$ cat src/hw/adcc_pkg.sv
// Constants, types and register map of the converter control block
package adcc_pkg;

  // ---------------------------------------------------------------
  // Register offsets
  // ---------------------------------------------------------------
  localparam logic [3:0] ADDR_SC1 = 4'h0;
  localparam logic [3:0] ADDR_SC2 = 4'h1;
  localparam logic [3:0] ADDR_CFG = 4'h2;
  localparam logic [3:0] ADDR_RES_HI = 4'h3;
  localparam logic [3:0] ADDR_RES_LO = 4'h4;
  localparam logic [3:0] ADDR_CV_HI = 4'h5;
  localparam logic [3:0] ADDR_CV_LO = 4'h6;
  localparam logic [3:0] ADDR_PIN_MID = 4'h7;
  localparam logic [3:0] ADDR_PIN_HIGH = 4'h8;

  // ---------------------------------------------------------------
  // Field positions
  // ---------------------------------------------------------------
  localparam int SC1_DONE_BIT = 7;
  localparam int SC1_IRQ_EN_BIT = 6;
  localparam int SC1_CONT_BIT = 5;
  localparam int SC2_ACTIVE_BIT = 7;
  localparam int SC2_HWTRIG_BIT = 6;
  localparam int SC2_CMP_EN_BIT = 5;
  localparam int SC2_CMP_GT_BIT = 4;
  localparam int CFG_LOW_POWER_BIT = 7;
  localparam int CFG_DIV_LSB = 5;
  localparam int CFG_LONG_SAMPLE_BIT = 4;
  localparam int CFG_MODE_LSB = 2;
  localparam int CFG_CLK_LSB = 0;

  // ---------------------------------------------------------------
  // Reset values
  // ---------------------------------------------------------------
  localparam logic [4:0] CHANNEL_OFF = 5'h1f;
  localparam logic [7:0] SC2_RESET = 8'h00;
  localparam logic [7:0] CFG_RESET = 8'h00;
  localparam logic [7:0] PIN_RESET = 8'h00;
  localparam logic [9:0] RESULT_RESET = 10'h000;
  localparam logic [9:0] COMPARE_RESET = 10'h000;

  // ---------------------------------------------------------------
  // Enumerations and carriers
  // ---------------------------------------------------------------
  typedef enum logic [1:0] {
    CLK_BUS = 2'b00,
    CLK_BUS_HALF = 2'b01,
    CLK_ALT = 2'b10,
    CLK_ASYNC = 2'b11
  } adcc_clk_src_t;

  typedef enum logic [1:0] {
    MODE_8BIT = 2'b00,
    MODE_RSVD1 = 2'b01,
    MODE_10BIT = 2'b10,
    MODE_RSVD3 = 2'b11
  } adcc_mode_t;

  typedef enum logic [1:0] {
    ST_DISABLED = 2'b00,
    ST_IDLE = 2'b01,
    ST_CONVERT = 2'b10
  } adcc_state_t;

  typedef struct packed {
    logic [4:0] channel_select;
    logic mode_10bit;
    logic long_sample_select;
    logic low_power_config;
  } adcc_core_cfg_t;

endpackage

$ cat src/hw/adcc_control.sv
// Converter control: registers, clocking, triggering, result placement, pin control
//
// Function
// - Mid pin register, bit n is channel 8+n
// - High pin register, bit n is channel 16+n
// - Disabled pin: driver tristated, pull-up off
// - Disabled pin: port read returns zero
// - Converter off in reset or channel all ones
// - Idle between conversions, lowest power
// - 10-bit: 11-bit raw rounded, both result registers
// - 8-bit: 9-bit raw rounded, low register only
// - Stored result sets done flag, optional interrupt
// - Compare enable compares every result
// - Four clock sources, bus clock after reset
// - Halved bus plus divider reaches bus/16
// - Internal async clock runs in wait, stop3
// - Divide selected source by 1,2,4,8
// - Trigger enable: rising edge starts conversion
// - Edge during conversion ignored, not queued
// - Continuous: only the first edge counts
// - Software or hardware start, all options
// - Clock select 00 bus,01 half,10 alt,11 async
// - Divide field 00..11 gives 1,2,4,8
// - Mode 00 8-bit, 10 10-bit
// - Status write, channel not all ones, starts unless trigger enabled
//
// The plain strobed port and the placing of the registers were left to the implementer.
`timescale 1ns/1ps
module adcc_control import adcc_pkg::*; #(
  parameter int PIN_COUNT = 16
) (
  // Clock and reset
  input wire logic clock,
  input wire logic reset,
  // Register port
  input wire logic [3:0] reg_addr,
  input wire logic [7:0] reg_wdata,
  input wire logic reg_write,
  input wire logic reg_read,
  output logic [7:0] reg_rdata,
  // Clock sources and trigger pins
  input wire logic alternate_clock,
  input wire logic internal_async_clock,
  output logic internal_async_clock_enable,
  input wire logic hw_trigger_input,
  // Analog core
  output logic core_start,
  output logic core_abort,
  output logic core_adck_tick,
  output adcc_core_cfg_t core_cfg,
  input wire logic core_done,
  input wire logic [10:0] core_result,
  // Status
  output logic converter_enable,
  output logic converter_idle,
  output logic done_irq,
  // Shared pins, channels 8 to 23
  input wire logic [PIN_COUNT-1:0] port_out,
  input wire logic [PIN_COUNT-1:0] port_oe,
  input wire logic [PIN_COUNT-1:0] port_pullup,
  input wire logic [PIN_COUNT-1:0] pad_in,
  output logic [PIN_COUNT-1:0] pad_out,
  output logic [PIN_COUNT-1:0] pad_oe,
  output logic [PIN_COUNT-1:0] pad_pullup,
  output logic [PIN_COUNT-1:0] port_read
);

  if (PIN_COUNT != 16) begin : g_bad_pins
    $error("PIN_COUNT must be 16: two 8-bit pin registers");
  end

  // ---------------------------------------------------------------
  // Helpers
  // ---------------------------------------------------------------
  function automatic logic [2:0] div_limit(input logic [1:0] sel);
    div_limit = 3'((4'h1 << sel) - 4'h1);
  endfunction

  function automatic logic [9:0] round_raw(input logic [10:0] raw, input logic m10);
    logic [9:0] r;
    r = 10'h000;
    if (m10) begin
      r = (raw[10:1] == 10'h3ff) ? 10'h3ff : raw[10:1] + {9'h000, raw[0]};
    end else begin
      r = (raw[8:1] == 8'hff) ? 10'h0ff : {2'b00, raw[8:1] + {7'h00, raw[0]}};
    end
    round_raw = r;
  endfunction

  // ---------------------------------------------------------------
  // Register state
  // ---------------------------------------------------------------
  logic [4:0] chan_q;
  logic irq_en_q, cont_q, hw_en_q, cmp_en_q, cmp_gt_q;
  logic [7:0] cfg_q;
  logic [9:0] cv_q, res_q;
  logic [15:0] pin_dis_q;
  logic done_q, lock_q, cont_run_q;
  adcc_state_t state_q;
  logic [7:0] rdata_q;

  logic wr_sc1, wr_mode, rd_hi, rd_lo;
  logic mode10;
  adcc_clk_src_t clk_sel;
  assign wr_sc1 = reg_write && (reg_addr == ADDR_SC1);
  assign wr_mode = reg_write && (reg_addr == ADDR_SC2 || reg_addr == ADDR_CFG ||
                                 reg_addr == ADDR_CV_HI || reg_addr == ADDR_CV_LO);
  assign rd_hi = reg_read && (reg_addr == ADDR_RES_HI);
  assign rd_lo = reg_read && (reg_addr == ADDR_RES_LO);
  assign mode10 = (cfg_q[CFG_MODE_LSB +: 2] == MODE_10BIT);
  assign clk_sel = adcc_clk_src_t'(cfg_q[CFG_CLK_LSB +: 2]);

  always_ff @(posedge clock) begin
    if (reset) begin
      chan_q <= CHANNEL_OFF;
      irq_en_q <= 1'b0;
      cont_q <= 1'b0;
    end else if (wr_sc1) begin
      chan_q <= reg_wdata[4:0];
      irq_en_q <= reg_wdata[SC1_IRQ_EN_BIT];
      cont_q <= reg_wdata[SC1_CONT_BIT];
    end
  end

  always_ff @(posedge clock) begin
    if (reset) begin
      {hw_en_q, cmp_en_q, cmp_gt_q} <= SC2_RESET[SC2_HWTRIG_BIT -: 3];
      cfg_q <= CFG_RESET;
      cv_q <= COMPARE_RESET;
    end else if (reg_write) begin
      if (reg_addr == ADDR_SC2) begin
        {hw_en_q, cmp_en_q, cmp_gt_q} <= reg_wdata[SC2_HWTRIG_BIT -: 3];
      end else if (reg_addr == ADDR_CFG) begin
        cfg_q <= reg_wdata;
      end else if (reg_addr == ADDR_CV_HI) begin
        cv_q[9:8] <= reg_wdata[1:0];
      end else if (reg_addr == ADDR_CV_LO) begin
        cv_q[7:0] <= reg_wdata;
      end
    end
  end

  always_ff @(posedge clock) begin
    if (reset) begin
      pin_dis_q <= {PIN_RESET, PIN_RESET};
    end else if (reg_write && reg_addr == ADDR_PIN_MID) begin
      pin_dis_q[7:0] <= reg_wdata;
    end else if (reg_write && reg_addr == ADDR_PIN_HIGH) begin
      pin_dis_q[15:8] <= reg_wdata;
    end
  end

  // ---------------------------------------------------------------
  // Read port
  // ---------------------------------------------------------------
  always_ff @(posedge clock) begin
    if (reset || !reg_read) begin
      rdata_q <= 8'h00;
    end else if (reg_addr == ADDR_SC1) begin
      rdata_q <= {done_q, irq_en_q, cont_q, chan_q};
    end else if (reg_addr == ADDR_SC2) begin
      rdata_q <= {state_q == ST_CONVERT, hw_en_q, cmp_en_q, cmp_gt_q, 4'h0};
    end else if (reg_addr == ADDR_CFG) begin
      rdata_q <= cfg_q;
    end else if (reg_addr == ADDR_RES_HI) begin
      rdata_q <= {6'h00, res_q[9:8]};
    end else if (reg_addr == ADDR_RES_LO) begin
      rdata_q <= res_q[7:0];
    end else if (reg_addr == ADDR_CV_HI) begin
      rdata_q <= {6'h00, cv_q[9:8]};
    end else if (reg_addr == ADDR_CV_LO) begin
      rdata_q <= cv_q[7:0];
    end else if (reg_addr == ADDR_PIN_MID) begin
      rdata_q <= pin_dis_q[7:0];
    end else if (reg_addr == ADDR_PIN_HIGH) begin
      rdata_q <= pin_dis_q[15:8];
    end else begin
      rdata_q <= 8'h00;
    end
  end
  assign reg_rdata = rdata_q;

  // ---------------------------------------------------------------
  // Pin synchronisers
  // ---------------------------------------------------------------
  logic trig_s1, trig_s2, trig_s3, alt_s1, alt_s2, alt_s3, asy_s1, asy_s2, asy_s3;
  always_ff @(posedge clock) begin
    if (reset) begin
      {trig_s1, trig_s2, trig_s3} <= 3'h0;
      {alt_s1, alt_s2, alt_s3} <= 3'h0;
      {asy_s1, asy_s2, asy_s3} <= 3'h0;
    end else begin
      {trig_s1, trig_s2, trig_s3} <= {hw_trigger_input, trig_s1, trig_s2};
      {alt_s1, alt_s2, alt_s3} <= {alternate_clock, alt_s1, alt_s2};
      {asy_s1, asy_s2, asy_s3} <= {internal_async_clock, asy_s1, asy_s2};
    end
  end
  logic hw_edge;
  assign hw_edge = trig_s2 && !trig_s3;

  // ---------------------------------------------------------------
  // Conversion clock: source select and divider
  // ---------------------------------------------------------------
  // Divider only runs while converting, so idle burns no toggles
  logic half_q, src_tick, adck_q;
  logic [2:0] div_cnt_q;
  always_comb begin
    case (clk_sel)
      CLK_BUS: src_tick = 1'b1;
      CLK_BUS_HALF: src_tick = half_q;
      CLK_ALT: src_tick = alt_s2 && !alt_s3;
      default: src_tick = asy_s2 && !asy_s3;
    endcase
  end

  always_ff @(posedge clock) begin
    if (reset || state_q != ST_CONVERT) begin
      half_q <= 1'b0;
      div_cnt_q <= 3'h0;
      adck_q <= 1'b0;
    end else begin
      half_q <= !half_q;
      adck_q <= src_tick && (div_cnt_q == div_limit(cfg_q[CFG_DIV_LSB +: 2]));
      if (src_tick) begin
        div_cnt_q <= (div_cnt_q == div_limit(cfg_q[CFG_DIV_LSB +: 2])) ? 3'h0 : div_cnt_q + 3'h1;
      end
    end
  end
  assign core_adck_tick = adck_q;
  // Not gated by any low-power input: the core keeps counting in wait and stop3
  assign internal_async_clock_enable = (clk_sel == CLK_ASYNC) && (state_q == ST_CONVERT);

  // ---------------------------------------------------------------
  // Result handling
  // ---------------------------------------------------------------
  logic [9:0] rounded, diff;
  logic cmp_ge, cond, blocked, xfer, restart;
  assign rounded = round_raw(core_result, mode10);
  assign cmp_ge = mode10 ? (rounded >= cv_q) : (rounded[7:0] >= cv_q[7:0]);
  assign diff = mode10 ? (rounded - cv_q) : {2'b00, rounded[7:0] - cv_q[7:0]};
  assign cond = !cmp_en_q || (cmp_gt_q ? cmp_ge : !cmp_ge);
  assign blocked = mode10 && lock_q;
  assign xfer = core_done && state_q == ST_CONVERT && cond && !blocked && !wr_sc1 && !wr_mode;
  // A blocked result is lost and retried, except a failed single compare
  assign restart = cont_q || (blocked && cond);

  always_ff @(posedge clock) begin
    if (reset) begin
      res_q <= RESULT_RESET;
    end else if (xfer) begin
      res_q <= cmp_en_q ? diff : rounded;
    end
  end

  // Reading the high byte in 10-bit mode holds results until the low byte is read
  always_ff @(posedge clock) begin
    if (reset || rd_lo || !mode10) begin
      lock_q <= 1'b0;
    end else if (rd_hi) begin
      lock_q <= 1'b1;
    end
  end

  // Set wins over the clear by low-byte read; a status write blocks the set and clears
  always_ff @(posedge clock) begin
    if (reset) begin
      done_q <= 1'b0;
    end else if (xfer) begin
      done_q <= 1'b1;
    end else if (wr_sc1 || rd_lo) begin
      done_q <= 1'b0;
    end
  end
  assign done_irq = done_q && irq_en_q;

  // ---------------------------------------------------------------
  // Conversion sequencer
  // ---------------------------------------------------------------
  logic sw_start, hw_start;
  assign sw_start = wr_sc1 && (reg_wdata[4:0] != CHANNEL_OFF) && !hw_en_q;
  assign hw_start = hw_en_q && hw_edge && state_q == ST_IDLE && !cont_run_q;

  always_ff @(posedge clock) begin
    if (reset) begin
      state_q <= ST_DISABLED;
    end else if (wr_sc1) begin
      if (reg_wdata[4:0] == CHANNEL_OFF) begin
        state_q <= ST_DISABLED;
      end else begin
        state_q <= sw_start ? ST_CONVERT : ST_IDLE;
      end
    end else if (wr_mode && state_q == ST_CONVERT) begin
      state_q <= ST_IDLE;
    end else begin
      case (state_q)
        ST_IDLE: state_q <= hw_start ? ST_CONVERT : ST_IDLE;
        ST_CONVERT: state_q <= (core_done && !restart) ? ST_IDLE : ST_CONVERT;
        default: state_q <= ST_DISABLED;
      endcase
    end
  end

  // Hardware-started continuous run swallows later edges until reconfigured
  always_ff @(posedge clock) begin
    if (reset || wr_sc1 || wr_mode) begin
      cont_run_q <= 1'b0;
    end else if (hw_start && cont_q) begin
      cont_run_q <= 1'b1;
    end
  end

  always_ff @(posedge clock) begin
    if (reset) begin
      core_start <= 1'b0;
      core_abort <= 1'b0;
    end else begin
      core_start <= sw_start || hw_start ||
                    (state_q == ST_CONVERT && core_done && restart && !wr_sc1 && !wr_mode);
      core_abort <= (wr_sc1 || wr_mode) && state_q == ST_CONVERT;
    end
  end

  assign core_cfg = '{channel_select: chan_q, mode_10bit: mode10,
                      long_sample_select: cfg_q[CFG_LONG_SAMPLE_BIT],
                      low_power_config: cfg_q[CFG_LOW_POWER_BIT]};
  assign converter_enable = (state_q != ST_DISABLED);
  assign converter_idle = (state_q == ST_IDLE);

  // ---------------------------------------------------------------
  // Pin control
  // ---------------------------------------------------------------
  logic [15:0] pad_s1, pad_s2;
  always_ff @(posedge clock) begin
    if (reset) begin
      pad_s1 <= 16'h0000;
      pad_s2 <= 16'h0000;
      pad_out <= 16'h0000;
      pad_oe <= 16'h0000;
      pad_pullup <= 16'h0000;
      port_read <= 16'h0000;
    end else begin
      pad_s1 <= pad_in;
      pad_s2 <= pad_s1;
      pad_out <= port_out & ~pin_dis_q;
      pad_oe <= port_oe & ~pin_dis_q;
      pad_pullup <= port_pullup & ~pin_dis_q;
      port_read <= pad_s2 & ~pin_dis_q;
    end
  end
endmodule

$ cat config.mk
export PLATFORM = sky130hd
export DESIGN_NAME = adcc_control
export DESIGN_NICKNAME = d
export VERILOG_FILES = /design/src/hw/adcc_pkg.sv /design/src/hw/adcc_control.sv
export SDC_FILE = /design/constraint.sdc
export NUM_CORES = 1
export LEC_CHECK = 0
export BUFFER_PORTS_ARGS = -buffer_cell sky130_fd_sc_hd__buf_4
export CAP_MARGIN = 20
export CORE_AREA = 4 4 173 91
export CTS_CLUSTER_SIZE = 40
export DETAILED_ROUTE_END_ITERATION = 10
export DIE_AREA = 0 0 177 95
export PLACE_DENSITY = 0.77
export SYNTH_ARGS = -nofsm -noshare
export SYNTH_HDL_FRONTEND = slang
export SYNTH_SLANG_ARGS = --single-unit
$ cat constraint.sdc
create_clock -name clock -period 5.5 [get_ports clock]
set_clock_uncertainty 0.2 [all_clocks]
set_input_delay 1.1 -clock clock [delete_from_list [all_inputs] [get_ports clock]]
set_output_delay 1.1 -clock clock [all_outputs]
set_load 0.005 [all_outputs]
==> flow_summary.yaml, run 1 <==
run_status:
  outcome: "complete, no violations"
synth:
  synth_top_family_by_area: "simple AND/OR/NAND/NOR gates"
  yosys.area_share.simple_pct: 24.6
  synth_most_common_cell: "dfxtp_1"
  synth_common_cells: "dfxtp_1 (179), nand2_1 (80), and2_1 (70), nor2_1 (58), a21oi_1 (55)"
  synth-main-ff-cell: "dfxtp_1"
  syn-num-nets: 895
  synthCells: 783
  synth_top_area_share_pct: 49.9
  muxShareOfSynthArea_pct: 3.52
  synthAdderAreaFrac_pct: 3.07
  synthTopCellsByArea: "dfxtp_1 (50%), and2_1 (6.1%), nand2_1 (4.2%)"
  synthArstFlopShare_pct: 0
  yosys_warnings: 0
  synthXorXnorAreaFrac_pct: 1.22
  yosysUniqueCellTypes: 71
  ys_seq_area_share_pct: 49.9
  synth_area_um2: 7180
  syn_area_per_cell_um2: 9.17
  ys_ff_latch: 179
  synth-edff-count: 0
  synth_area_leader_cell: "dfxtp_1"
  synth_compound_area_share_pct: 13.8
flow_run:
  cap_violations: 0
sta:
  tightestPinTransition_ns: 1.08
  min_period_over_period_pct: 81.5
  setup_viol: 0
  rsz0062_at_grt: "false"
  min_period_ns: 4.48
  fin_tns_setup_ns: 0
  maxSlewViolCount: 0
  fmax_mhz: 223
  slew_headroom_pct: 28.2
  whs_ns: 0.215
  hold_viol: 0
drt:
  drt_iter0_markers: 442
  drt_pre_antenna_iters: 6
  wirelength_mm: 19.1
  ant_nets: 0
  drc: 0
  vias: 6256
  viasPerCell: 5.40
  wl_per_cell_um: 16.5
cts:
  htreeDepth: 4
  holdBufCountCts: 0
  post_cts_buffers: 0
  clock-sinks: 179
  clkTransAtPathRegs_ns: 0.07
  clock_latency_ns: 0.42
  cts_tree: "done"
  clock-root-buffer: "clkbuf_16"
  clock_path_buffers: 2
  cts-resized-gates: 0
  cts-buffers-inserted: 17
critical_path:
  worstRegToRegCells: 12
  end_kind: "flop"
  critical-path-max-stage-delay_ns: 0.86
  r2r-end: "state_q[0]"
  critPathMaxFanout: 12
  rrSetupSlack_ns: 1.25
  rr_startpoint: "cfg_q[2]"
  required_ns: 5.65
  cp_num_buf_inv: 1
  worstSetupPathType: "in2reg"
  crit_chain: "buf_4, nand4_1, a2111oi_0, nor2_1, ha_1, fa_1, nand2b_2, a21o_1, and2_1, o311a_1, a2111o_1, a31oi_1"
  arrival_ns: 4.63
  critical-path-slowest-cell: "a2111oi_0"
  cp_top_family: "compound AO/OA/AOI/OAI gates"
  crit_path_start_kind: "input pin"
min_path:
  whs_endpoint: "half_q"
  hp-class: "reg2reg"
  min_from: "half_q"
  whs_path_depth: 1
final_layout:
  multiInputGateArea_um2: 3320
  antenna_cells: 0
  nNetsFinal: 1060
  regArea_um2: 3580
  stdcell_count: 1159
  nFillCells: 1176
  area_growth_pct: 28.3
  drive_gt1_share_pct: 23.7
global_route:
  antenna_found_initial: 0
  grt_max_degree: 60
  grt_usage_pct: 22.3
  grt_pass1_wl_mm: 29.5
  grt_overflow: 0
  grt_pass1_vias: 5696
placed_design:
  gp_congestion: 0.918
  port_buffers: 181
  dp_cells: 1127
  hpwl_mm: 14.4
floorplan:
  fp.dieArea_um2: 16800
  initial_utilization_pct: 50.4
  core_um2: 14200
  row_count: 31
  io_pins: 182
  die_x_um: 177
  die_y_um: 95
power:
  power_leakage_uw: 0.00386
  p_per_area_nw_per_um2: 306
  ir_worst_vdd_mv: 0.187
## layout by cell type, fill, tap and decap left out, types with 7 or more instances in the layout
master       n
a211oi_1    10
a21oi_1     55
a222oi_1     7
a31oi_1     10
and2_1      70
buf_4      182
clkbuf_16   17
dfxtp_1    179
ha_1        16
inv_1       26
mux2i_1     23
nand2_1     80
nand3_1     35
nor2_1      58
nor2b_1     42
nor3_1      16
o21ai_0     15
o22ai_1      8
## layer usage
metal | part of all wire (%) | global-route usage, %
met4 | 1.2 | 4.89
met2 | 47 | 38.1
met1 | 42 | 28.3
met3 | 9.3 | 6.76
met5 | 0 | 0
## layout make-up
class	instances	share of cell area [%]
clock buffers	18	4.77
multi-input cells	541	36.0
flip-flops and latches	179	38.9
repair buffers	182	14.8
clock inverters	14	1.70
well taps	198	2.69
inverters	27	1.10
## power breakdown
group	switching [uW]	internal, uW
Combinational	129	130
Clock	543	661
Sequential	14.6	1340
## stage by stage
step / total power [uW] / area [um2] / utilization (%) / worst slack, ns
floorplan: 1510 / 7180 / - / 1.30
global placement: 1630 / 8610 / 60.5 / 0.761
detailed placement: 1640 / 8610 / 60.5 / 0.677
CTS: 2840 / 9210 / 64.7 / 1.08
global route: 2930 / 9210 / 64.7 / 0.812
finish: 2810 / 9210 / 64.7 / 1.02
## worst max path at each step
stage | slack [ns] | startpoint | depth (start not counted) | end
6_report | 1.02 | core_result[3] | 12 | state_q[0]
5_1_grt | 0.81 | core_result[3] | 12 | state_q[0]
4_1_cts | 1.08 | core_result[3] | 12 | state_q[0]
3_5_place_dp | 0.68 | core_result[3] | 12 | state_q[0]
3_3_place_gp | 0.76 | core_result[3] | 12 | state_q[0]
2_1_floorplan | 1.30 | core_result[6] | 11 | state_q[0]
## sequential cells by signal, summed over array words and instances (netlist names), 2 cells and up
| name | flops |
|---|---|
| pad_oe | 16 |
| pad_out | 16 |
| pad_pullup | 16 |
| pad_s1 | 16 |
| pad_s2 | 16 |
| pin_dis_q | 16 |
| port_read | 16 |
| cv_q | 10 |
| res_q | 10 |
| cfg_q | 8 |
| reg_rdata | 8 |
| chan_q | 5 |
| div_cnt_q | 3 |
| state_q | 2 |
## cell families (layout without fill, tap and decap cells)
logic type	after synthesis	after routing
DFF	179	179
AOI/OAI and AO/OA	149	149
muxes	25	25
buffers and inverters	63	241
xor gates and xnor gates	10	10
and+or+nand+nor	340	340
adders and majority gates	17	17
## worst register-to-register path, cell delays in order (launching register included)
cell and delay, ns:
dfxtp_1 0.36, nand2b_2 0.25, inv_2 0.14, a2111oi_0 0.83, nor2_1 0.11, ha_1 0.25
fa_1 0.38, nand2b_2 0.21, a21o_1 0.19, and2_1 0.15, o311a_1 0.49, a2111o_1 0.47
a31oi_1 0.15
Note: power is estimated with default switching activity, not from simulation.
==> run 2, diff against run 1 <==
- ABC_AREA: unset -> 1
- CORE_AREA: 4 4 173 91 -> 4 4 170 90
- DIE_AREA: 0 0 177 95 -> 0 0 174 94
- clock period: 5.5 -> 4.3 ns (I/O delays scaled with it)
==> run 2 against run 1 <==
Compared with the run above:
- worst hold slack lost 0.021 ns
- register-to-register slack lost 0.47 ns
- largest power group unchanged
- largest cell class unchanged
- via count grew 2.1%
==> flow_summary.yaml, run 2 <==
critical_path:
  critPathMaxFanout: 7
  critical-path-max-stage-delay_ns: 0.48
  required_ns: 4.38
  worstRegToRegCells: 23
  critical-path-slowest-cell: "nor2_1"
  cp_num_buf_inv: 4
  arrival_ns: 3.85
  rrSetupSlack_ns: 0.78
  r2r-end: "state_q[1]"
  cp_top_family: "simple AND/OR/NAND/NOR gates"
  critPathMostFrequentCell: "nand2_1"
  rr_startpoint: "cfg_q[3]"
  crit_path_start_kind: "input pin"
  worstSetupPathType: "in2reg"
  crit_path_start: "core_result[3]"
  end_kind: "flop"
sta:
  whs_ns: 0.194
  fin_tns_setup_ns: 0
  min_period_ns: 3.78
  rsz0062_at_grt: "false"
  maxSlewViolCount: 0
  tightestPinTransition_ns: 0.734
  setup_viol: 0
  min_period_over_period_pct: 87.8
  fmax_mhz: 265
  hold_viol: 0
  slew_headroom_pct: 51.1
final_layout:
  layout_commonest_cell: "buf_4"
  nNetsFinal: 1182
  nFillCells: 1198
  drive_gt1_share_pct: 22.5
  area_growth_pct: 29.8
  antenna_cells: 0
  final_cell_mix: "buf_4 (182), dfxtp_1 (179), nand2_1 (173)"
synth:
  synth-main-ff-cell: "dfxtp_1"
  syn_area_per_cell_um2: 7.72
  synth_top_family_by_area: "simple AND/OR/NAND/NOR gates"
  synthCells: 898
  synth_common_cells: "dfxtp_1 (179), nand2_1 (173), nor2_1 (161), inv_1 (107), a21oi_1 (64)"
  synth_compound_area_share_pct: 12.4
  synth_area_leader_cell: "dfxtp_1"
  synthAdderAreaFrac_pct: 3.18
  yosys.area_share.simple_pct: 22.6
  yosys_warnings: 0
  yosysUniqueCellTypes: 44
  synth_top_area_share_pct: 51.7
  syn-num-nets: 1010
  synth-edff-count: 0
  muxShareOfSynthArea_pct: 0
  synthArstFlopShare_pct: 0
  ys_ff_latch: 179
  synth_most_common_cell: "dfxtp_1"
  synth_area_um2: 6930
  ys_seq_area_share_pct: 51.7
  synthTopCellsByArea: "dfxtp_1 (52%), nand2_1 (9.4%), nor2_1 (8.7%)"
  synthXorXnorAreaFrac_pct: 1.64
cts:
  holdBufCountCts: 0
  cts_tree: "done"
  clock_path_buffers: 2
  clock_latency_ns: 0.42
  clock-root-buffer: "clkbuf_16"
  cts-buffers-inserted: 17
  cts-resized-gates: 0
  clkTransAtPathRegs_ns: 0.07
  htreeDepth: 4
  clock-sinks: 179
  post_cts_buffers: 0
drt:
  drt_iter0_markers: 609
  wirelength_mm: 19.8
  ant_nets: 0
  drc: 0
  vias: 6387
  viasPerCell: 5.05
  drt_pre_antenna_iters: 5
  wl_per_cell_um: 15.7
floorplan:
  die_x_um: 174
  die_y_um: 94
  io_pins: 182
  row_count: 31
  core_um2: 14000
  fp.dieArea_um2: 16400
  initial_utilization_pct: 49.7
power:
  ir_worst_vdd_mv: 0.208
  switching_share_pct: 26.2
  seq_power_share_pct: 48.4
  p_comb_share_pct: 9.4
  p_per_area_nw_per_um2: 399
  power.switching_uw: 940
  p_int_uw: 2650
  clkPwrFrac_pct: 42.3
  power_leakage_uw: 0.00425
placed_design:
  hpwl_mm: 14.8
  gp_congestion: 0.961
  port_buffers: 181
run_status:
  outcome: "complete, no violations"
global_route:
  grt_pass1_vias: 5689
  grt_pass1_wl_mm: 30.4
  grt_usage_pct: 23.6
  grt_max_degree: 72
  antenna_found_initial: 0
  grt_overflow: 0
min_path:
  whs_path_depth: 2
  min_from: "pad_s1[1]"
  hp-class: "reg2reg"
  whs_endpoint: "pad_s2[1]"
flow_run:
  cap_violations: 0
[run 2: cell types whose count changed after synthesis, moves of 7 or more]
cell and delta:
nor2_1 +103, inv_2 +9, a211oi_1 -8, and2_1 -70
o21ai_0 +33, nor3_1 -12, nand3_1 -9, nor2b_1 -42
a21oi_1 +9, nand2_1 +93, a222oi_1 -7, mux2i_1 -23
inv_1 +81
[run 2: worst min-delay path: stages (launching register included)]
cell and delay, ns:
dfxtp_1 0.30, inv_1 0.04, nor2_1 0.03
[run 2: final cells by class]
| type | instances | area [um2] | area share [%] |
|---|---|---|---|
| Sequential cell | 179 | 3580 | 39.8 |
| Clock buffer | 17 | 425 | 4.73 |
| Clock inverter | 15 | 164 | 1.82 |
| Timing Repair Buffer | 183 | 1390 | 15.4 |
| Multi-Input combinational cell | 571 | 2770 | 30.7 |
| Inverter | 118 | 445 | 4.95 |
| Tap cell | 181 | 226 | 2.52 |
[run 2: worst max path at each step]
stage,cells after the start,to
after floorplan,23,res_q[7]
final,26,state_q[1]
after global routing,26,state_q[1]
after global placement,23,state_q[1]
after detailed placement,26,state_q[1]
after CTS,26,state_q[1]
[run 2: cells by family after synthesis]
group	count (synthesis)
AND/OR/NAND/NOR	388
flip-flops	179
XOR/XNOR	13
adder cells (fa/ha/maj)	17
buffers and inverters	148
AO/OA/AOI/OAI	153
[run 2: metal layers]
metal	share of wire (%)	track usage (%)	up-vias
met3	11	7.92	18
met5	0	0	-
li1	-	-	3176
met4	0.87	5.33	0
met2	40	32.7	309
met1	48	35.3	2884
[run 2: stage by stage]
stage	setup slack, ns	std cells	total power [uW]	instance area, um2	util [%]
after global placement	0.276	1232	2100	8410	60.2
after global routing	0.224	1264	3720	9000	64.4
after floorplan	0.701	898	1930	6930	-
after CTS	0.561	1264	3600	9000	64.4
final	0.524	1264	3590	9000	64.4
after detailed placement	0.129	1232	2110	8410	60.2
[run 2: power groups by stage]
stage	sequential [uW]	combinational [uW]	clock, uW
2_1_floorplan	1770	157	0
3_3_place_gp	1770	327	0
3_5_place_dp	1780	331	0
4_1_cts	1740	334	1530
5_1_grt	1740	372	1610
6_report	1740	336	1520
==> run 3, diff against run 2 <==
- ABC_AREA: 1 -> unset
- ABC_CLOCK_PERIOD_IN_PS: unset -> 4300
- CORE_AREA: 4 4 170 90 -> 4 4 173 91
- DIE_AREA: 0 0 174 94 -> 0 0 177 95
==> run 3 against run 2 <==
Compared with the run above:
- non-clock buffer count up 5
- fmax down 0.33%
- largest power group unchanged
- power decreased by 1.6%
- critical path type is now reg2reg
- final area up 2.6%
==> flow_summary.yaml, run 3 (synthesis gave the netlist of run 1 again) <==
drt:
  drc: 0
  viasPerCell: 5.37
  wl_per_cell_um: 16.7
  vias: 6258
  drt_iter0_markers: 470
  drt_pre_antenna_iters: 5
  ant_nets: 0
  wirelength_mm: 19.5
sta:
  rsz0062_at_grt: "false"
  min_period_over_period_pct: 88.1
  min_period_ns: 3.79
  hold_viol: 0
  maxSlewViolCount: 0
  slew_headroom_pct: 53.9
  setup_viol: 0
  fmax_mhz: 264
  tightestPinTransition_ns: 0.691
  fin_tns_setup_ns: 0
cts:
  clock-sinks: 179
  clock_latency_ns: 0.42
  clock_path_buffers: 2
  clock-root-buffer: "clkbuf_16"
  holdBufCountCts: 0
  cts-buffers-inserted: 17
  clkTransAtPathRegs_ns: 0.07
  cts_tree: "done"
  cts-resized-gates: 0
  htreeDepth: 4
  post_cts_buffers: 0
critical_path:
  arrival_ns: 3.88
  rr_startpoint: "cfg_q[2]"
  crit_path_start_kind: "flop"
  required_ns: 4.39
  worstRegToRegCells: 14
  r2r-end: "state_q[1]"
  end_kind: "flop"
  critPathMaxFanout: 11
  rrSetupSlack_ns: 0.51
  worstSetupPathType: "reg2reg"
power:
  p_int_uw: 2650
  clkPwrFrac_pct: 41.6
  p_comb_share_pct: 9.5
  p_per_area_nw_per_um2: 383
  ir_worst_vdd_mv: 0.251
  switching_share_pct: 25.1
  power_leakage_uw: 0.00387
  power.switching_uw: 886
  seq_power_share_pct: 48.9
global_route:
  grt_pass1_wl_mm: 30.6
  antenna_found_initial: 0
  grt_overflow: 0
  grt_usage_pct: 23.1
  grt_pass1_vias: 5905
  grt_max_degree: 72
final_layout:
  stdcell_count: 1165
  nNetsFinal: 1066
  antenna_cells: 0
  drive_gt1_share_pct: 24.1
  area_growth_pct: 28.6
  final_cell_mix: "buf_4 (188), dfxtp_1 (179), nand2_1 (80)"
  layout_commonest_cell: "buf_4"
floorplan:
  initial_utilization_pct: 50.4
  fp.dieArea_um2: 16800
  row_count: 31
  core_um2: 14200
  io_pins: 182
  die_y_um: 95
  die_x_um: 177
flow_run:
  cap_violations: 0
min_path:
  min_from: "pad_s2[11]"
  whs_endpoint: "port_read[11]"
  hp-class: "reg2reg"
  whs_path_depth: 1
run_status:
  outcome: "complete, no violations"
placed_design:
  gp_congestion: 0.924
  dp_cells: 1133
  hpwl_mm: 14.5
  port_buffers: 181
-- run 3: cell count changes in the layout (fill, tap and decap cells not counted), sizes merged, moves of 37 or more --
cell   delta
nor2    -108
nand2    -96
inv      -91
and2     +70
nor2b    +42
o21ai    -37
-- run 3: layout make-up --
cell class,instances,area [um2]
clock buffer,18,429
clock inverter,14,140
fill,1148,5010
inverter,27,101
multi-input combinational,541,3320
sequential,179,3580
tap,198,248
timing repair buffer,188,1410
-- run 3: metal layers --
metal / wire length, um / part of all wire, % / track usage, % / vias up
li1: - / - / - / 3058
met2: 9140 / 47 / 39.4 / 258
met5: 0 / 0 / 0 / -
met4: 334 / 1.7 / 5.92 / 0
met3: 1400 / 7.2 / 4.52 / 35
met1: 8610 / 44 / 30.4 / 2907
-- run 3: worst max-delay path, stage by stage, from the launching register on --
cell and delay, ns:
dfxtp_1 0.35, nand2b_2 0.26, inv_2 0.14, a2111oi_0 0.44
buf_4 0.20, nor2_1 0.04, ha_1 0.20, fa_1 0.38
nand2b_2 0.21, a21o_1 0.20, and2_1 0.16, o311a_1 0.36
buf_4 0.19, a41oi_1 0.22, a311oi_1 0.11
-- run 3: power groups by stage --
stage | Combinational [uW] | Sequential (uW) | Clock, uW
floorplan | 163 | 1770 | 0
global placement | 329 | 1770 | 0
detailed placement | 335 | 1770 | 0
CTS | 337 | 1730 | 1490
global route | 371 | 1730 | 1560
finish | 337 | 1730 | 1470
-- run 3: how the worst max path moves through the flow --
stage	from	endpoint	slack, ns	depth (start not counted)
final	cfg_q[2]	state_q[1]	0.51	14
after detailed placement	core_result[3]	state_q[0]	0.13	13
after global placement	core_result[3]	state_q[0]	0.23	13
after global routing	cfg_q[2]	res_q[8]	0.11	13
after floorplan	core_result[6]	state_q[0]	0.34	11
after CTS	cfg_q[2]	state_q[0]	0.55	13
-- run 3: through the flow --
step                instance area (um2)  util [%]  setup WS [ns]  hold slack [ns]  power [uW]
CTS                                9230      64.8          0.552            0.226        3550
floorplan                          7180         -          0.344            0.193        1930
global placement                   8660      60.8          0.228            0.202        2090
global route                       9230      64.8          0.113            0.235        3670
detailed placement                 8660      60.8          0.129            0.214        2100
finish                             9230      64.8          0.511            0.223        3530
